<file path="src/hw/recorder_pkg.sv">
// shared constants and types of the earth-fault event recorder
`default_nettype none
package recorder_pkg;

	// ----------------------------------------------------------------
	// widths and depths
	// ----------------------------------------------------------------
	localparam int N_STAGES   = 3;
	localparam int HIST_DEPTH = 5;
	localparam int N_SW       = 8;
	localparam int MEAS_W     = 12;
	localparam int PCT_W      = 8;
	localparam int ANG_W      = 9;
	localparam int DISP_W     = 10;
	localparam int TICK_W     = 16;

	// ----------------------------------------------------------------
	// measuring spans, thresholds, scaling
	// ----------------------------------------------------------------
	localparam logic [PCT_W-1:0]  VOLT_SPAN_PCT = 8'h6A;
	localparam logic [PCT_W-1:0]  CURR_SPAN_PCT = 8'hD2;
	localparam logic [MEAS_W-1:0] MIN_TENTHS    = 12'h003;
	localparam logic [15:0]       DIV10_MUL     = 16'h199A;
	localparam int                DIV10_SHIFT   = 16;
	localparam logic signed [DISP_W-1:0] ANG_HALF = 10'sh0B4;
	localparam logic signed [DISP_W-1:0] ANG_FULL = 10'sh168;
	localparam logic [PCT_W-1:0]  DUR_FULL_PCT  = 8'h64;
	localparam logic [PCT_W-1:0]  START_CNT_MAX = 8'hFF;

	// ----------------------------------------------------------------
	// display selection and register numbering
	// ----------------------------------------------------------------
	localparam logic [1:0] SHOW_VOLT = 2'h0;
	localparam logic [1:0] SHOW_CURR = 2'h1;
	localparam logic [1:0] SHOW_ANG  = 2'h2;
	localparam logic [1:0] SHOW_REG  = 2'h3;
	localparam logic [2:0] LAMP_VOLT = 3'h1;
	localparam logic [2:0] LAMP_CURR = 3'h2;
	localparam logic [2:0] LAMP_ANG  = 3'h4;
	localparam logic [2:0] LAMP_NONE = 3'h0;
	localparam logic [2:0] REG_VOLT  = 3'h1;
	localparam logic [2:0] REG_CURR  = 3'h2;
	localparam logic [2:0] REG_ANG   = 3'h3;
	localparam logic [2:0] REG_DUR0  = 3'h4;
	localparam logic [2:0] REG_LAST  = 3'h6;
	localparam logic [2:0] SUB_COUNT = 3'h5;

	// ----------------------------------------------------------------
	// state types
	// ----------------------------------------------------------------
	typedef enum logic {ST_IDLE, ST_EVENT} rec_state_t;

	typedef struct packed {
		logic [TICK_W-1:0] presc;
		logic [PCT_W-1:0]  pct;
	} timer_state_t;

	typedef struct packed {
		rec_state_t                             state;
		logic                                   locked;
		logic [PCT_W-1:0]                       cap_volt;
		logic [PCT_W-1:0]                       cap_curr;
		logic [ANG_W-1:0]                       cap_ang;
		logic [N_STAGES-1:0]                    start_prev;
		logic [N_STAGES-1:0]                    op_prev;
		logic [HIST_DEPTH-1:0][PCT_W-1:0]       hist_volt;
		logic [HIST_DEPTH-1:0][PCT_W-1:0]       hist_curr;
		logic [HIST_DEPTH-1:0][ANG_W-1:0]       hist_ang;
		logic [N_STAGES-1:0][HIST_DEPTH-1:0][PCT_W-1:0] hist_dur;
		logic [N_STAGES-1:0][PCT_W-1:0]         start_cnt;
		logic [3:0]                             disp_addr;
		logic [DISP_W-1:0]                      disp_val;
		logic                                   disp_dash;
		logic [2:0]                             lamp;
		logic [N_SW-1:0]                        checksum;
	} rec_state_s_t;

endpackage
`default_nettype wire

</file>
<file path="src/hw/timer_if.sv">
// carrier between the recorder and one start duration timer
`default_nettype none
interface timer_if;
	import recorder_pkg::*;
	logic                begin_evt;
	logic                start;
	logic                operate;
	logic [TICK_W-1:0]   tick_len;
	logic [PCT_W-1:0]    pct;

	modport timer (
		input  begin_evt,
		input  start,
		input  operate,
		input  tick_len,
		output pct
	);
	modport recorder (
		output begin_evt,
		output start,
		output operate,
		output tick_len,
		input  pct
	);
endinterface
`default_nettype wire

</file>
<file path="src/hw/earth_fault_event_recorder.sv">
// measurement display and disturbance recorder of an earth-fault module
`default_nettype none

// What this block does
// checksum sums weights of switches set
// selected quantity on digits, lamp shows which
// voltage shown as percent, span 0..106
// current shown as percent, span 0..210
// angle is basic minus current, wrapped
// angle view shows dash when either input is below 0.3 percent
// register view: number left, value right
// stage start updates records, operate alone does not
// update shifts history, oldest lost
// five entries: main plus four subregisters
// registers 1-3 hold voltage, current, angle
// start only: values at start captured
// operate: values at operate captured
// commit only after all stages reset
// registers 4-6 hold relative start durations
// duration in percent, 100 on operate
// subregister five counts starts 0..255
// start counter saturates at 255
// panel, external or serial clear records
// supply loss clears unless retention set
module earth_fault_event_recorder
	import recorder_pkg::*;
#(
	parameter int TICK_LEN_W = TICK_W
)(
	input  wire logic                     sys_clk_i,
	input  wire logic                     rst_n_i,
	input  wire logic [MEAS_W-1:0]        residual_voltage_i,
	input  wire logic [MEAS_W-1:0]        neutral_current_i,
	input  wire logic signed [ANG_W-1:0]  basic_angle_i,
	input  wire logic signed [ANG_W-1:0]  current_angle_i,
	input  wire logic [N_STAGES-1:0]      stage_start_i,
	input  wire logic [N_STAGES-1:0]      stage_operate_i,
	input  wire logic [TICK_LEN_W-1:0]    residual_stage_operate_time_i,
	input  wire logic [TICK_LEN_W-1:0]    first_stage_operate_time_i,
	input  wire logic [TICK_LEN_W-1:0]    second_stage_operate_time_i,
	input  wire logic [1:0]               display_select_i,
	input  wire logic [2:0]               register_select_i,
	input  wire logic [2:0]               subregister_select_i,
	input  wire logic                     panel_clear_i,
	input  wire logic                     external_clear_i,
	input  wire logic                     serial_clear_i,
	input  wire logic                     supply_lost_i,
	input  wire logic                     record_retention_switch_i,
	input  wire logic [N_SW-1:0]          function_switch_group_one_i,
	output logic      [3:0]               display_address_o,
	output logic      [DISP_W-1:0]        display_value_o,
	output logic                          display_dash_o,
	output logic      [2:0]               indicator_lamp_o,
	output logic      [N_SW-1:0]          checksum_o
);

	// ----------------------------------------------------------------
	// helper functions
	// ----------------------------------------------------------------
	// tenths of percent to whole percent, clipped to the span
	function automatic logic [PCT_W-1:0] to_pct(
		input logic [MEAS_W-1:0] tenths,
		input logic [PCT_W-1:0]  span
	);
		logic [MEAS_W+15:0] prod;
		logic [MEAS_W-1:0]  whole;

		// times 0.1
		prod  = tenths * DIV10_MUL;
		whole = prod[DIV10_SHIFT +: MEAS_W];

		// clip to span
		if (whole > MEAS_W'(span)) begin
			to_pct = span;
		end else begin
			to_pct = whole[PCT_W-1:0];
		end
	endfunction

	// difference of two angles folded into the half turn
	function automatic logic [ANG_W-1:0] wrap_angle(
		input logic signed [ANG_W-1:0] ref_ang,
		input logic signed [ANG_W-1:0] cur_ang
	);
		logic signed [DISP_W-1:0] d;

		// fold once
		d = DISP_W'(ref_ang) - DISP_W'(cur_ang);
		if (d > ANG_HALF) begin
			d = d - ANG_FULL;
		end else if (d < -ANG_HALF) begin
			d = d + ANG_FULL;
		end

		wrap_angle = d[ANG_W-1:0];
	endfunction

	// unsigned percent widened for the display
	function automatic logic [DISP_W-1:0] widen_pct(
		input logic [PCT_W-1:0] v
	);
		// zero fill
		widen_pct = {{(DISP_W-PCT_W){1'b0}}, v};
	endfunction

	// signed angle widened for the display
	function automatic logic [DISP_W-1:0] widen_ang(
		input logic [ANG_W-1:0] v
	);
		// sign fill
		widen_ang = {{(DISP_W-ANG_W){v[ANG_W-1]}}, v};
	endfunction

	// ----------------------------------------------------------------
	// state
	// ----------------------------------------------------------------
	rec_state_s_t s_ff;
	rec_state_s_t nxt_s;

	// live values
	logic [PCT_W-1:0]              live_volt;
	logic [PCT_W-1:0]              live_curr;
	logic [ANG_W-1:0]              live_ang;
	logic                          live_low;
	logic [N_SW-1:0]               sum_w;
	logic [N_STAGES-1:0][PCT_W-1:0] dur_pct;
	logic [N_STAGES-1:0][TICK_LEN_W-1:0] tick_len;

	// event control
	logic                          begin_evt;
	logic                          clear_all;

	// ----------------------------------------------------------------
	// live measurements
	// ----------------------------------------------------------------
	// percentages
	assign live_volt = to_pct(residual_voltage_i, VOLT_SPAN_PCT);
	assign live_curr = to_pct(neutral_current_i, CURR_SPAN_PCT);

	// angle, weak test
	assign live_ang  = wrap_angle(basic_angle_i, current_angle_i);
	assign live_low  = (residual_voltage_i < MIN_TENTHS) ||
		(neutral_current_i < MIN_TENTHS);

	// timers restart
	assign begin_evt = (s_ff.state == ST_IDLE) && (|stage_start_i);

	// any clear source
	assign clear_all = panel_clear_i || external_clear_i ||
		serial_clear_i ||
		(supply_lost_i && !record_retention_switch_i);

	// ----------------------------------------------------------------
	// switchgroup checksum
	// ----------------------------------------------------------------
	// weighted sum
	switch_checksum u_checksum (
		.switches_i (function_switch_group_one_i),
		.checksum_o (sum_w)
	);

	// ----------------------------------------------------------------
	// start duration timers, one per stage
	// ----------------------------------------------------------------
	// stage order
	assign tick_len[0] = residual_stage_operate_time_i;
	assign tick_len[1] = first_stage_operate_time_i;
	assign tick_len[2] = second_stage_operate_time_i;

	generate
		for (genvar g = 0; g < N_STAGES; g++) begin : g_timer
			timer_if tif ();
			// stage inputs
			assign tif.begin_evt = begin_evt;
			assign tif.start     = stage_start_i[g];
			assign tif.operate   = stage_operate_i[g];
			assign tif.tick_len  = TICK_W'(tick_len[g]);
			assign dur_pct[g]    = tif.pct;

			start_timer u_timer (
				.sys_clk_i (sys_clk_i),
				.rst_n_i   (rst_n_i),
				.tif       (tif)
			);
		end
	endgenerate

	// ----------------------------------------------------------------
	// recording and display
	// ----------------------------------------------------------------
	always_comb begin
		nxt_s = s_ff;
		// edge history
		nxt_s.start_prev = stage_start_i;
		nxt_s.op_prev    = stage_operate_i;
		// checksum
		nxt_s.checksum   = sum_w;

		// start counters
		// rising edge, saturating
		for (int k = 0; k < N_STAGES; k++) begin
			if (stage_start_i[k] && !s_ff.start_prev[k] &&
				s_ff.start_cnt[k] != START_CNT_MAX) begin
				nxt_s.start_cnt[k] = s_ff.start_cnt[k] + 1'b1;
			end
		end

		// event sequencing
		unique case (s_ff.state)
			ST_IDLE: begin
				// event opens
				if (|stage_start_i) begin
					nxt_s.state    = ST_EVENT;
					nxt_s.locked   = 1'b0;
					nxt_s.cap_volt = live_volt;
					nxt_s.cap_curr = live_curr;
					nxt_s.cap_ang  = live_ang;
				end
			end
			ST_EVENT: begin
				// first operate
				if (!s_ff.locked &&
					(|(stage_operate_i & ~s_ff.op_prev))) begin
					nxt_s.locked   = 1'b1;
					nxt_s.cap_volt = live_volt;
					nxt_s.cap_curr = live_curr;
					nxt_s.cap_ang  = live_ang;
				end

				// all reset: commit
				if (!(|stage_start_i) && !(|stage_operate_i)) begin
					nxt_s.state = ST_IDLE;
					// shift history
					nxt_s.hist_volt = {s_ff.hist_volt[HIST_DEPTH-2:0],
						s_ff.cap_volt};
					nxt_s.hist_curr = {s_ff.hist_curr[HIST_DEPTH-2:0],
						s_ff.cap_curr};
					nxt_s.hist_ang = {s_ff.hist_ang[HIST_DEPTH-2:0],
						s_ff.cap_ang};

					for (int k = 0; k < N_STAGES; k++) begin
						nxt_s.hist_dur[k] = {
							s_ff.hist_dur[k][HIST_DEPTH-2:0],
							dur_pct[k]};
					end
				end
			end
		endcase

		// clearing of all six registers
		// wins over commit
		if (clear_all) begin
			nxt_s.hist_volt = '0;
			nxt_s.hist_curr = '0;
			nxt_s.hist_ang  = '0;
			nxt_s.hist_dur  = '0;
			nxt_s.start_cnt = '0;
		end

		// display
		// defaults
		nxt_s.disp_addr = '0;
		nxt_s.disp_dash = 1'b0;
		nxt_s.disp_val  = '0;
		nxt_s.lamp      = LAMP_NONE;
		unique case (display_select_i)
			SHOW_VOLT: begin
				nxt_s.lamp     = LAMP_VOLT;
				nxt_s.disp_val = widen_pct(live_volt);
			end

			SHOW_CURR: begin
				nxt_s.lamp     = LAMP_CURR;
				nxt_s.disp_val = widen_pct(live_curr);
			end

			SHOW_ANG: begin
				nxt_s.lamp = LAMP_ANG;
				// weak input
				if (live_low) begin
					nxt_s.disp_dash = 1'b1;
				end else begin
					nxt_s.disp_val = widen_ang(live_ang);
				end
			end

			SHOW_REG: begin
				nxt_s.disp_addr = {1'b0, register_select_i};
				// refused numbers
				if (register_select_i < REG_VOLT ||
					register_select_i > REG_LAST) begin
					nxt_s.disp_dash = 1'b1;
				end else if (subregister_select_i == SUB_COUNT) begin
					// count: regs 4..6
					if (register_select_i >= REG_DUR0) begin
						nxt_s.disp_val = widen_pct(s_ff.start_cnt[
							register_select_i - REG_DUR0]);
					end else begin
						nxt_s.disp_dash = 1'b1;
					end
				end else if (subregister_select_i > SUB_COUNT) begin
					nxt_s.disp_dash = 1'b1;
				end else begin
					// newest first
					unique case (register_select_i)
						REG_VOLT: nxt_s.disp_val = widen_pct(
							s_ff.hist_volt[subregister_select_i]);
						REG_CURR: nxt_s.disp_val = widen_pct(
							s_ff.hist_curr[subregister_select_i]);
						REG_ANG: nxt_s.disp_val = widen_ang(
							s_ff.hist_ang[subregister_select_i]);
						default: nxt_s.disp_val = widen_pct(
							s_ff.hist_dur[register_select_i - REG_DUR0]
							[subregister_select_i]);
					endcase
				end
			end
		endcase
	end

	// ----------------------------------------------------------------
	// state register
	// ----------------------------------------------------------------
	// sync reset
	always_ff @(posedge sys_clk_i) begin
		if (!rst_n_i) begin
			s_ff <= '0;
		end else begin
			s_ff <= nxt_s;
		end
	end

	// ----------------------------------------------------------------
	// outputs
	// ----------------------------------------------------------------
	// from state
	assign display_address_o = s_ff.disp_addr;
	assign display_value_o   = s_ff.disp_val;
	assign display_dash_o    = s_ff.disp_dash;
	assign indicator_lamp_o  = s_ff.lamp;
	assign checksum_o        = s_ff.checksum;

endmodule
`default_nettype wire

</file>
<file path="src/hw/switch_checksum.sv">
// weighted sum of one switchgroup
`default_nettype none
module switch_checksum
	import recorder_pkg::*;
(
	input  wire logic [N_SW-1:0] switches_i,
	output logic      [N_SW-1:0] checksum_o
);
	always_comb begin
		checksum_o = '0;
		for (int k = 0; k < N_SW; k++) begin
			if (switches_i[k]) begin
				checksum_o = checksum_o + N_SW'(1 << k);
			end
		end
	end
endmodule
`default_nettype wire

</file>
<file path="src/hw/start_timer.sv">
// start duration of one stage as percent of its operate time
`default_nettype none
module start_timer
	import recorder_pkg::*;
(
	input  wire logic sys_clk_i,
	input  wire logic rst_n_i,
	timer_if.timer    tif
);
	timer_state_t s_ff;
	timer_state_t nxt_s;

	assign tif.pct = s_ff.pct;

	always_comb begin
		nxt_s = s_ff;
		if (tif.begin_evt) begin
			nxt_s = '0;
		end else if (tif.operate) begin
			nxt_s.pct = DUR_FULL_PCT;
		end else if (tif.start && s_ff.pct < DUR_FULL_PCT) begin
			nxt_s.presc = s_ff.presc + 1'b1;
			if (s_ff.presc + 1'b1 >= tif.tick_len) begin
				nxt_s.presc = '0;
				nxt_s.pct   = s_ff.pct + 1'b1;
			end
		end
	end

	always_ff @(posedge sys_clk_i) begin
		if (!rst_n_i) begin
			s_ff <= '0;
		end else begin
			s_ff <= nxt_s;
		end
	end
endmodule
`default_nettype wire

</file>
<file path="config.mk">
export PLATFORM = sky130hd
export DESIGN_NAME = earth_fault_event_recorder
export DESIGN_NICKNAME = d
export VERILOG_FILES = /design/src/hw/recorder_pkg.sv /design/src/hw/timer_if.sv /design/src/hw/earth_fault_event_recorder.sv /design/src/hw/switch_checksum.sv /design/src/hw/start_timer.sv
export SDC_FILE = /design/constraint.sdc
export NUM_CORES = 1
export LEC_CHECK = 0
export BUFFER_PORTS_ARGS = -buffer_cell sky130_fd_sc_hd__clkbuf_2
export CAP_MARGIN = 20
export CORE_MARGIN = 2
export CORE_UTILIZATION = 57
export CTS_CLUSTER_DIAMETER = 60
export DETAILED_ROUTE_END_ITERATION = 10
export GPL_TIMING_DRIVEN = 0
export PLACE_DENSITY = 0.85
export SYNTH_ARGS = -nofsm -noshare
export SYNTH_HDL_FRONTEND = slang
export SYNTH_SLANG_ARGS = --single-unit
</file>
<file path="constraint.sdc">
create_clock -name sys_clk_i -period 7.59 [get_ports sys_clk_i]
set_clock_uncertainty 0.15 [all_clocks]
set_input_delay 0.3795 -clock sys_clk_i [delete_from_list [all_inputs] [get_ports sys_clk_i]]
set_output_delay 0.3795 -clock sys_clk_i [all_outputs]
set_load 0.02 [all_outputs]
</file>
**After elaboration in Yosys (flattened, before gate mapping)**

Index checks and enable logic that the tools add are counted.

- Bits in registers: 400
- Output and inout port bits: 26
- Input port bits: 119

- Reductions and logical operators: 52
- Equal/unequal tests: 12
- $add $sub $neg: 20
- Muxes and demuxes: 50
- Bitwise gates (word level): 7
- Order comparisons: 18
- $mul: 2

Operators by type and width:

| operator | count |
|---|---|
| $mux 8 | 14 |
| $bmux 40 s2 | 1 |
| $bmux 8 s3 | 3 |
| $mux 24 | 3 |
| $pmux 27 s2 | 1 |
| $add 16x1->16 const B | 3 |
| $add 8x1->8 const B | 6 |
| $ge 16x16->1 | 3 |
| $mul 12x12->24 const B | 2 |
| $mux 7 | 6 |
| $mux 40 | 1 |
| $pmux 10 s4 | 1 |
| $mux 10 | 3 |
| $pmux 10 s3 | 1 |
| $bmux 9 s3 | 1 |
| $mux 27 | 1 |
| $mux 9 | 3 |
| $mux 26 | 1 |
| $lt 12x2->1 const B | 2 |
| $lt 8x7->1 const B | 3 |
| $ne 8x8->1 const B | 3 |
| $reduce_and 2->1 | 12 |
| $reduce_or 3->1 | 6 |
| $bmux 8 s2 | 1 |
| other kinds (39) | 80 |

**Logic depth before layout (Yosys ltp)**

Gate-level depths: netlist of the first run.

- Depth in word-level cells: 15
- Gate-level depth with buffers: 19
- Mapped depth without buffers: 19

**Hierarchy**

Synthesis of the first run repeated with hierarchy kept, for this count alone.

- Cells, all modules: 3,330
- Area total of the unflattened synthesis: 26,855.8 sq um

By module, submodules not included:

| module | cells each | sequential area each (sq um) | area each (sq um) | instances |
|---|---|---|---|---|
| earth_fault_event_recorder | 2,554 | 6,526.3 | 21,000.1 | 1 |
| start_timer | 256 | 480.5 | 1,931.9 | 3 |
| switch_checksum | 8 | 0.0 | 60.1 | 1 |

**Least setup slack after synthesis of the first run**

No wires, ideal clock.

- Kind: input -> register
- Start: in residual_voltage_i[1]
- End: reg s_ff[322] (netlist name)
- Arrival: 5.195 ns
- Library setup time: 0.070 ns
- Path slack: 2.175 ns
- Stages on the path: 18
- Buffers on the path: 0
- Required time: 7.370 ns
- Path through: ha_1 > inv_1 > fa_1 > inv_1 > fa_1 > fa_1 > inv_1 > fa_1 > inv_1 > ha_1 > and4_4 > and2_1 > a211o_1 > a31o_1 > a311oi_2 > a41oi_2 > or4_1 > a21oi_1

- Longest elaborated chain between the ends: 5
- Elaborated cells on any way between the ends: 6
- Those cells by class: 1 x mul; 1 x order compare; 4 x mux

Ends and longest elaborated chain:

| item | RTL line | text |
|---|---|---|
| from (decl) | earth_fault_event_recorder.sv:32 | `input wire logic [MEAS_W-1:0] residual_voltage_i,` |
| $mul 12x12->24 (*) | earth_fault_event_recorder.sv:69 | `prod = tenths * DIV10_MUL;` |
| $gt 9x7->1 | earth_fault_event_recorder.sv:73 | `if (whole > MEAS_W'(span)) begin` |
| $mux 8 (*) | earth_fault_event_recorder.sv:73 |  |
| $mux 26 / $mux 27 (equally long branches) | earth_fault_event_recorder.sv:222, earth_fault_event_recorder.sv:212 |  |
| $pmux 27 s2 (*) | earth_fault_event_recorder.sv:209 | `unique case (s_ff.state)` |
| to (signal assigned) | earth_fault_event_recorder.sv:329 | `s_ff <= nxt_s;` |
| to (decl) | earth_fault_event_recorder.sv:117 | `rec_state_s_t s_ff;` |

Mark *: on every way between the ends. The rest lies on a longest branch, timed or not. The select of a mux whose other input is x is not followed.
A chain may end at the register's enable or synchronous reset.

**Worst setup path after layout of the first run**

- Start: in residual_voltage_i[2]
- End: reg s_ff (netlist bit display_value_o[4])

- Longest elaborated chain between the ends: 4
- Elaborated cells on any way between the ends: 7
- Those cells by class: 1 x mul; 2 x order compare; 3 x mux; 1 x reduce/logical

Ends and longest elaborated chain:

| item | RTL line | text |
|---|---|---|
| $mul 12x12->24 / $lt 12x2->1 (equally long branches) | earth_fault_event_recorder.sv:69, earth_fault_event_recorder.sv:142 |  |
| $gt 9x7->1 / $logic_or 1x1->1 (equally long branches) | earth_fault_event_recorder.sv:73, earth_fault_event_recorder.sv:142 |  |
| $mux 8 / $mux 10 (equally long branches) | earth_fault_event_recorder.sv:73, earth_fault_event_recorder.sv:280 |  |
| $pmux 10 s4 (*) | earth_fault_event_recorder.sv:266 | `unique case (display_select_i)` |

Mark *: on every way between the ends. The rest lies on a longest branch, timed or not.

==> results.ini, run 1 <==
[placed_design]
gp_congestion=0.988
port_buffers=139
place_hpwl_um=54800
dp_cells=3899

[detailed_routing]
drt-wirelength-per-cell_um=18.3
dr_total_vias=23900
drc=0
dr.pass1.iters=6
routed_wl_um=72900
drt_iter0_drc=2588
vias_per_cell=6.01
drtAntennaViolNets=0

[floorplan]
row_count=77
die_h_um=217
start_util_pct=58.0
core-area_mm2=0.0444
ios=145
die-area_mm2=0.0469
chipWidth_um=217

[setup_path]
critical_path_arrival_ns=5.73
critPathLaunchType=input port
path_class=in -> reg
reg2reg_depth=17
required_ns=7.90
cp_max_fo=7
endpoint_kind=flop

[cells_and_area]
area_growth_syn_to_layout_pct=11.6
finish.net_count=3811
fin_cells=3984
drive_gt1_share_pct=9.64

[synthesis]
synth_top_flop_cell=dfxtp_1
syn_inst=3168
yosys.area.top_type_share_pct=31.0
synthMostInstantiatedCell=nand2_1
yosysUniqueCellTypes=85
yosys_warnings=0
synth_edf_count=0
seq_area_frac_synth_pct=31.0
synth_common_cells=nand2_1 (643), dfxtp_1 (398), a21oi_1 (370)
syn_nets=3617
yosysTopAreaCell=dfxtp_1
synth.top_cells.by_area=dfxtp_1 (31%), ha_1 (12%), nand2_1 (9.4%), a21oi_1 (7.2%), fa_1 (5.9%)
syn-cell-area_mm2=0.0257
avgSynthCellArea_um2=8.13
synth-seq-cells=398
ys_async_sr_fraction_pct=0

[sta]
final-hold-violation-count=0
fmax_mhz=184
slew_headroom_pct=22.6
setup_tns_ns=0
min_period_ns=5.42
slew_viol_final=0
fin_crit_sh_pct=71.4
worst_pin_slew_ns=1.15
rsz0062_at_grt=no
setup_viol_count_final=0

[global_routing]
antenna_found_initial=1
grt_max_degree=15
grt_pass1_wl_um=116000
grt_pass1_vias=22600
track_usage_pct=30.3
gr-total-overflow=0

[cts]
cts_tree=built
cts_sinks=398
cts.reportedPaths.clkPinSlew_ns=0.06
cts_buffers=41
cts_max_level=2
cts_resized=0
clock-root-buffer=clkbuf_16
clockBufferDepth=3
clock_latency_ns=0.55

[pwr]
irDropWorstVdd_uv=217
p_leak_nw=11.8
p_switching_mw=2.51
power_frac_clock_pct=30.8
p_comb_share_pct=37.5
p_per_area_mw_per_mm2=243
seqPwrFrac_pct=31.7
power.internal_mw=4.48
swShare_pct=35.9

[flow_run]
maxCapViolCount=0

[min_path]
holdPathStages=3
min-delay-path-class=in -> reg

[outcome]
outcome=finished, final reports clean

[critical path, cell delays in order]
cell and delay (ns):
clkbuf_2 0.17, inv_1 0.08, ha_1 0.34, inv_1 0.08, fa_1 0.53, inv_1 0.05
fa_1 0.53, inv_1 0.06, fa_1 0.51, fa_1 0.54, inv_1 0.04, ha_1 0.22
a211oi_1 0.30, o21ai_0 0.15, o211ai_1 0.24, o21ai_1 0.28, o21ai_1 0.26, a41oi_2 0.25
or4_1 0.61, o2111ai_1 0.10
[stage by stage]
stage               utilization (%)  power, mW  worst slack [ns]  hold slack (ns)  instance area [um^2]
detailed placement             61.2       4.81              1.68            0.288                 27200
global route                   64.7       7.38              1.78           0.0241                 28700
CTS                            64.7       6.94              2.23          0.00410                 28700
finish                         64.7       6.99              2.17           0.0124                 28700
floorplan                         -       4.16              2.18            0.260                 25700
global placement               61.2       4.74              1.72            0.288                 27200
[power by group through the flow]
| stage | Clock (mW) | Sequential, mW | Combinational (mW) |
|---|---|---|---|
| CTS | 2.15 | 2.21 | 2.58 |
| global route | 2.24 | 2.22 | 2.92 |
| global placement | 0 | 2.25 | 2.49 |
| detailed placement | 0 | 2.25 | 2.55 |
| floorplan | 0 | 2.22 | 1.94 |
| finish | 2.16 | 2.21 | 2.62 |
[registers in the layout, indices dropped and copies added (netlist names)]
signal,count
s_ff,302
g_timer.u_timer.tif.pct,24
display_dash_o,1
display_address_o,3
g_timer.u_timer.s_ff,48
indicator_lamp_o,3
display_value_o,9
checksum_o,8
[what timing repair did]
action                                  in CTS  in global routing
hold endpoints to repair                    12                  0
endpoints found under the setup margin       0                  0
buffers inserted                             0                  0
hold buffers                                12                  0
[cells by family after synthesis]
kind of cell | count (synthesis) | synth area share (%)
fa+ha+maj | 330 | 18.3
buf+inv | 461 | 7.24
compound gates | 730 | 17.6
simple gates | 1071 | 18.4
xor+xnor | 95 | 3.23
mux | 82 | 4.31
flops | 398 | 31.0
other cells | 1 | 0.0146
[final timing paths]
path,start,to,slack [ns]
setup / recovery,residual_voltage_i[2],display_value_o[4]$_SDFF_PN0_,2.17
hold / removal,stage_start_i[0],s_ff[298]$_SDFF_PN0_,0.01
setup reg to reg,g_timer[0].u_timer.s_ff[8]$_SDFFE_PP0P_,g_timer[0].u_timer.s_ff[20]$_SDFFE_PP0P_,3.17
hold reg to reg,s_ff[316]$_SDFFE_PN0P_,s_ff[221]$_SDFFE_PP0P_,0.30
[cell usage in the layout, fill, tap and decap left out, types with 18 or more instances in the layout]
cell type / n
mux2_2: 30
nand4_1: 34
a221oi_1: 31
clkbuf_16: 42
fa_1: 76
a21o_1: 27
o211ai_1: 18
dfxtp_1: 398
a211oi_1: 22
mux4_2: 20
o21ai_0: 84
nand3_1: 76
inv_1: 271
clkbuf_2: 140
o22ai_1: 27
and2_1: 21
ha_1: 254
or3_1: 36
nor3_1: 45
nor2_1: 107
a21oi_1: 370
buf_4: 26
xor2_1: 45
xnor2_1: 50
clkbuf_1: 142
a31oi_1: 18
and3_1: 23
nand2_1: 643
mux2i_1: 32
[metal layers]
layer	GRT usage, %	part of all wire [%]
met5	0	0
met4	12.2	4.0
met3	4.70	9.1
met2	49.6	46
met1	40.2	41
[cell type report]
type,instances,area [um^2]
fill,3672,15700
inverter,273,1020
multi-input combinational,2309,15900
antenna,1,2.50
tap,592,741
clock buffer,59,1230
buffer,188,838
clock inverter,13,204
timing repair buffer,151,816
sequential,398,7970
(Power assumes the default switching activity.)
==> inputs of run 2 (changes only) <==
--- a/config.mk
+++ b/config.mk
@@ -8,11 +8,11 @@
 export BUFFER_PORTS_ARGS = -buffer_cell sky130_fd_sc_hd__clkbuf_2
 export CAP_MARGIN = 20
 export CORE_MARGIN = 2
-export CORE_UTILIZATION = 57
+export CORE_UTILIZATION = 56
 export CTS_CLUSTER_DIAMETER = 60
 export DETAILED_ROUTE_END_ITERATION = 10
 export GPL_TIMING_DRIVEN = 0
-export PLACE_DENSITY = 0.85
+export PLACE_DENSITY = 0.87
 export SYNTH_ARGS = -nofsm -noshare
 export SYNTH_HDL_FRONTEND = slang
 export SYNTH_SLANG_ARGS = --single-unit
==> constraint.sdc (replaced) <==
create_clock -name sys_clk_i -period 4.7 [get_ports sys_clk_i]
set_clock_uncertainty 0.15 [all_clocks]
set_input_delay 0.235 -clock sys_clk_i [delete_from_list [all_inputs] [get_ports sys_clk_i]]
set_output_delay 0.235 -clock sys_clk_i [all_outputs]
set_load 0.02 [all_outputs]
==> results.ini, run 2 (same netlist as run 1, synthesis figures left out) <==
[sta]
slew_viol_final=0
min_period_ns=4.86
fin_crit_sh_pct=103
slew_headroom_pct=27.5
worst_pin_slew_ns=1.08
setup_viol_count_final=11
rsz0062_at_grt=yes
setup_ws_ns=-0.161
fmax_mhz=206
final-hold-violation-count=0
setup_tns_ns=-0.890

[min_path]
min_to=s_ff[301]$_SDFFE_PN0P_
hold_start=basic_angle_i[0]
holdPathStages=4
min-delay-path-class=in -> reg

[floorplan]
start_util_pct=56.7
die_h_um=218
die-area_mm2=0.0477
chipWidth_um=218
row_count=78
core-area_mm2=0.0454
ios=145

[detailed_routing]
routed_wl_um=77000
drt_iter0_drc=2805
drtAntennaViolNets=0
dr_total_vias=24700
drt-wirelength-per-cell_um=19.1
drc=0
dr.pass1.iters=6
vias_per_cell=6.12

[cells_and_area]
layout_commonest_cell=nand2_1
layout_common_cells=nand2_1 (637), dfxtp_1 (398), a21oi_1 (364)
regArea_mm2=0.00797
fillers=3530
area_growth_syn_to_layout_pct=15.9
post-route-util_pct=65.7
largest_reg_flops=302
top_register=s_ff
drive_gt1_share_pct=13.7
multi_input_area_mm2=0.0166
finish.net_count=3851

[placed_design]
place_hpwl_um=55300
gp_congestion=0.988
port_buffers=139

[global_routing]
use_met3_pct=4.51
grt_pass1_wl_um=117000
globalRouteMet1Util_pct=39.8
track_usage_pct=30.4
grt_max_degree=15
grt.met2_usage_pct=50.0
busiest_layer=met2
gr-total-overflow=0
grt_pass1_vias=22900
antenna_found_initial=3

[setup_path]
required_ns=4.95
path_class=in -> reg
rr_startpoint=g_timer[1].u_timer.s_ff[10]$_SDFFE_PP0P_
reg2reg_slack_ns=0.24
cp_max_fo=5
crit_start=neutral_current_i[1]
r2r_end=g_timer[1].u_timer.s_ff[19]$_SDFFE_PP0P_
critPathLaunchType=input port
endpoint_kind=flop
reg2reg_depth=15
critical_path_arrival_ns=5.11

[outcome]
violations=negative setup slack
outcome=finished with violations

[cts]
clockBufferDepth=3
clock-root-buffer=clkbuf_16
cts_tree=built
clock_latency_ns=0.56
cts_max_level=2
cts_sinks=398
cts.reportedPaths.clkPinSlew_ns=0.07
cts_buffers=41

[pwr]
finalPower_mw=13.0
p_per_area_mw_per_mm2=434
irDropWorstVdd_uv=366
p_leak_nw=12.1

[flow_run]
maxCapViolCount=0

## run 2: cell types whose count changed in the layout (fill, tap and decap cells not counted), moves of 7 or more
cell / before / now
inv_1: 271 / 251
nor2_1: 107 / 99
o21ai_0: 84 / 75
buf_4: 26 / 65
inv_2: 0 / 19
nor2_2: 0 / 7
ha_1: 254 / 230
clkbuf_2: 140 / 123
clkbuf_4: 0 / 7
ha_4: 0 / 22
## run 2: routing by layer
metal / vias up / share of wire [%]
met5: - / 0
li1: 11400 / -
met1: 11600 / 40
met3: 319 / 9.2
met2: 1364 / 46
met4: 0 / 5.1
## run 2: metrics by stage
| step | hold slack (ns) | instances | setup WS [ns] | area (um^2) |
|---|---|---|---|---|
| finish | 0.0556 | 4034 | -0.161 | 29800 |
| global route | 0.0714 | 4034 | -0.263 | 29800 |
| CTS | 0.0294 | 4007 | -0.0369 | 29200 |
| detailed placement | 0.294 | 3907 | -0.855 | 27400 |
| global placement | 0.289 | 3907 | -0.779 | 27400 |
| floorplan | 0.157 | 3168 | -0.134 | 26000 |
## run 2: area by class of cell
cell class,count,share of cell area (%)
flip-flops and latches,398,26.7
clock buffers,56,4.00
multi-input cells,2309,55.6
well taps,600,2.52
clock inverters,16,0.738
repair buffers,191,4.13
plain buffers,188,2.81
inverters,273,3.44
diodes,3,0.0252
## run 2: worst max path at each step
stage	to	depth (start not counted)	slack (ns)
6_report	display_value_o[4]$_SDFF_PN0_	20	-0.16
4_1_cts	display_value_o[1]$_SDFF_PN0_	20	-0.04
3_3_place_gp	s_ff[322]$_SDFFE_PN0P_	18	-0.78
5_1_grt	display_value_o[0]$_SDFF_PN0_	21	-0.26
3_5_place_dp	display_value_o[0]$_SDFF_PN0_	19	-0.86
2_1_floorplan	s_ff[322]$_SDFFE_PN0P_	18	-0.13
## run 2: what timing repair did
item / CTS / global route
hold buffers: 17 / 0
setup buffers: 11 / 24
gates resized for setup: 29 / 113
pin swaps: 13 / 48
endpoints found under the hold margin: 24 / 0
endpoints found under the setup margin: 17 / 36
## run 2: report_power, final
group | internal, mW | leakage [nW] | switching, mW | total, mW
Combinational | 2.55 | 8.18 | 3.43 | 5.97
Sequential | 3.48 | 3.22 | 0.0767 | 3.55
Clock | 2.01 | 0.694 | 1.42 | 3.43
## run 2: critical path: stages
cell and delay [ns]:
clkbuf_4 0.18, ha_4 0.16, inv_1 0.07, fa_1 0.59, inv_2 0.07, fa_1 0.50
fa_1 0.57, inv_1 0.06, fa_1 0.51, inv_2 0.06, ha_4 0.26, a211oi_4 0.26
nand2_2 0.12, nor3_4 0.19, a211oi_2 0.12, buf_4 0.19, xor2_4 0.15, a311oi_1 0.39
nand2b_1 0.24, o2111ai_2 0.17
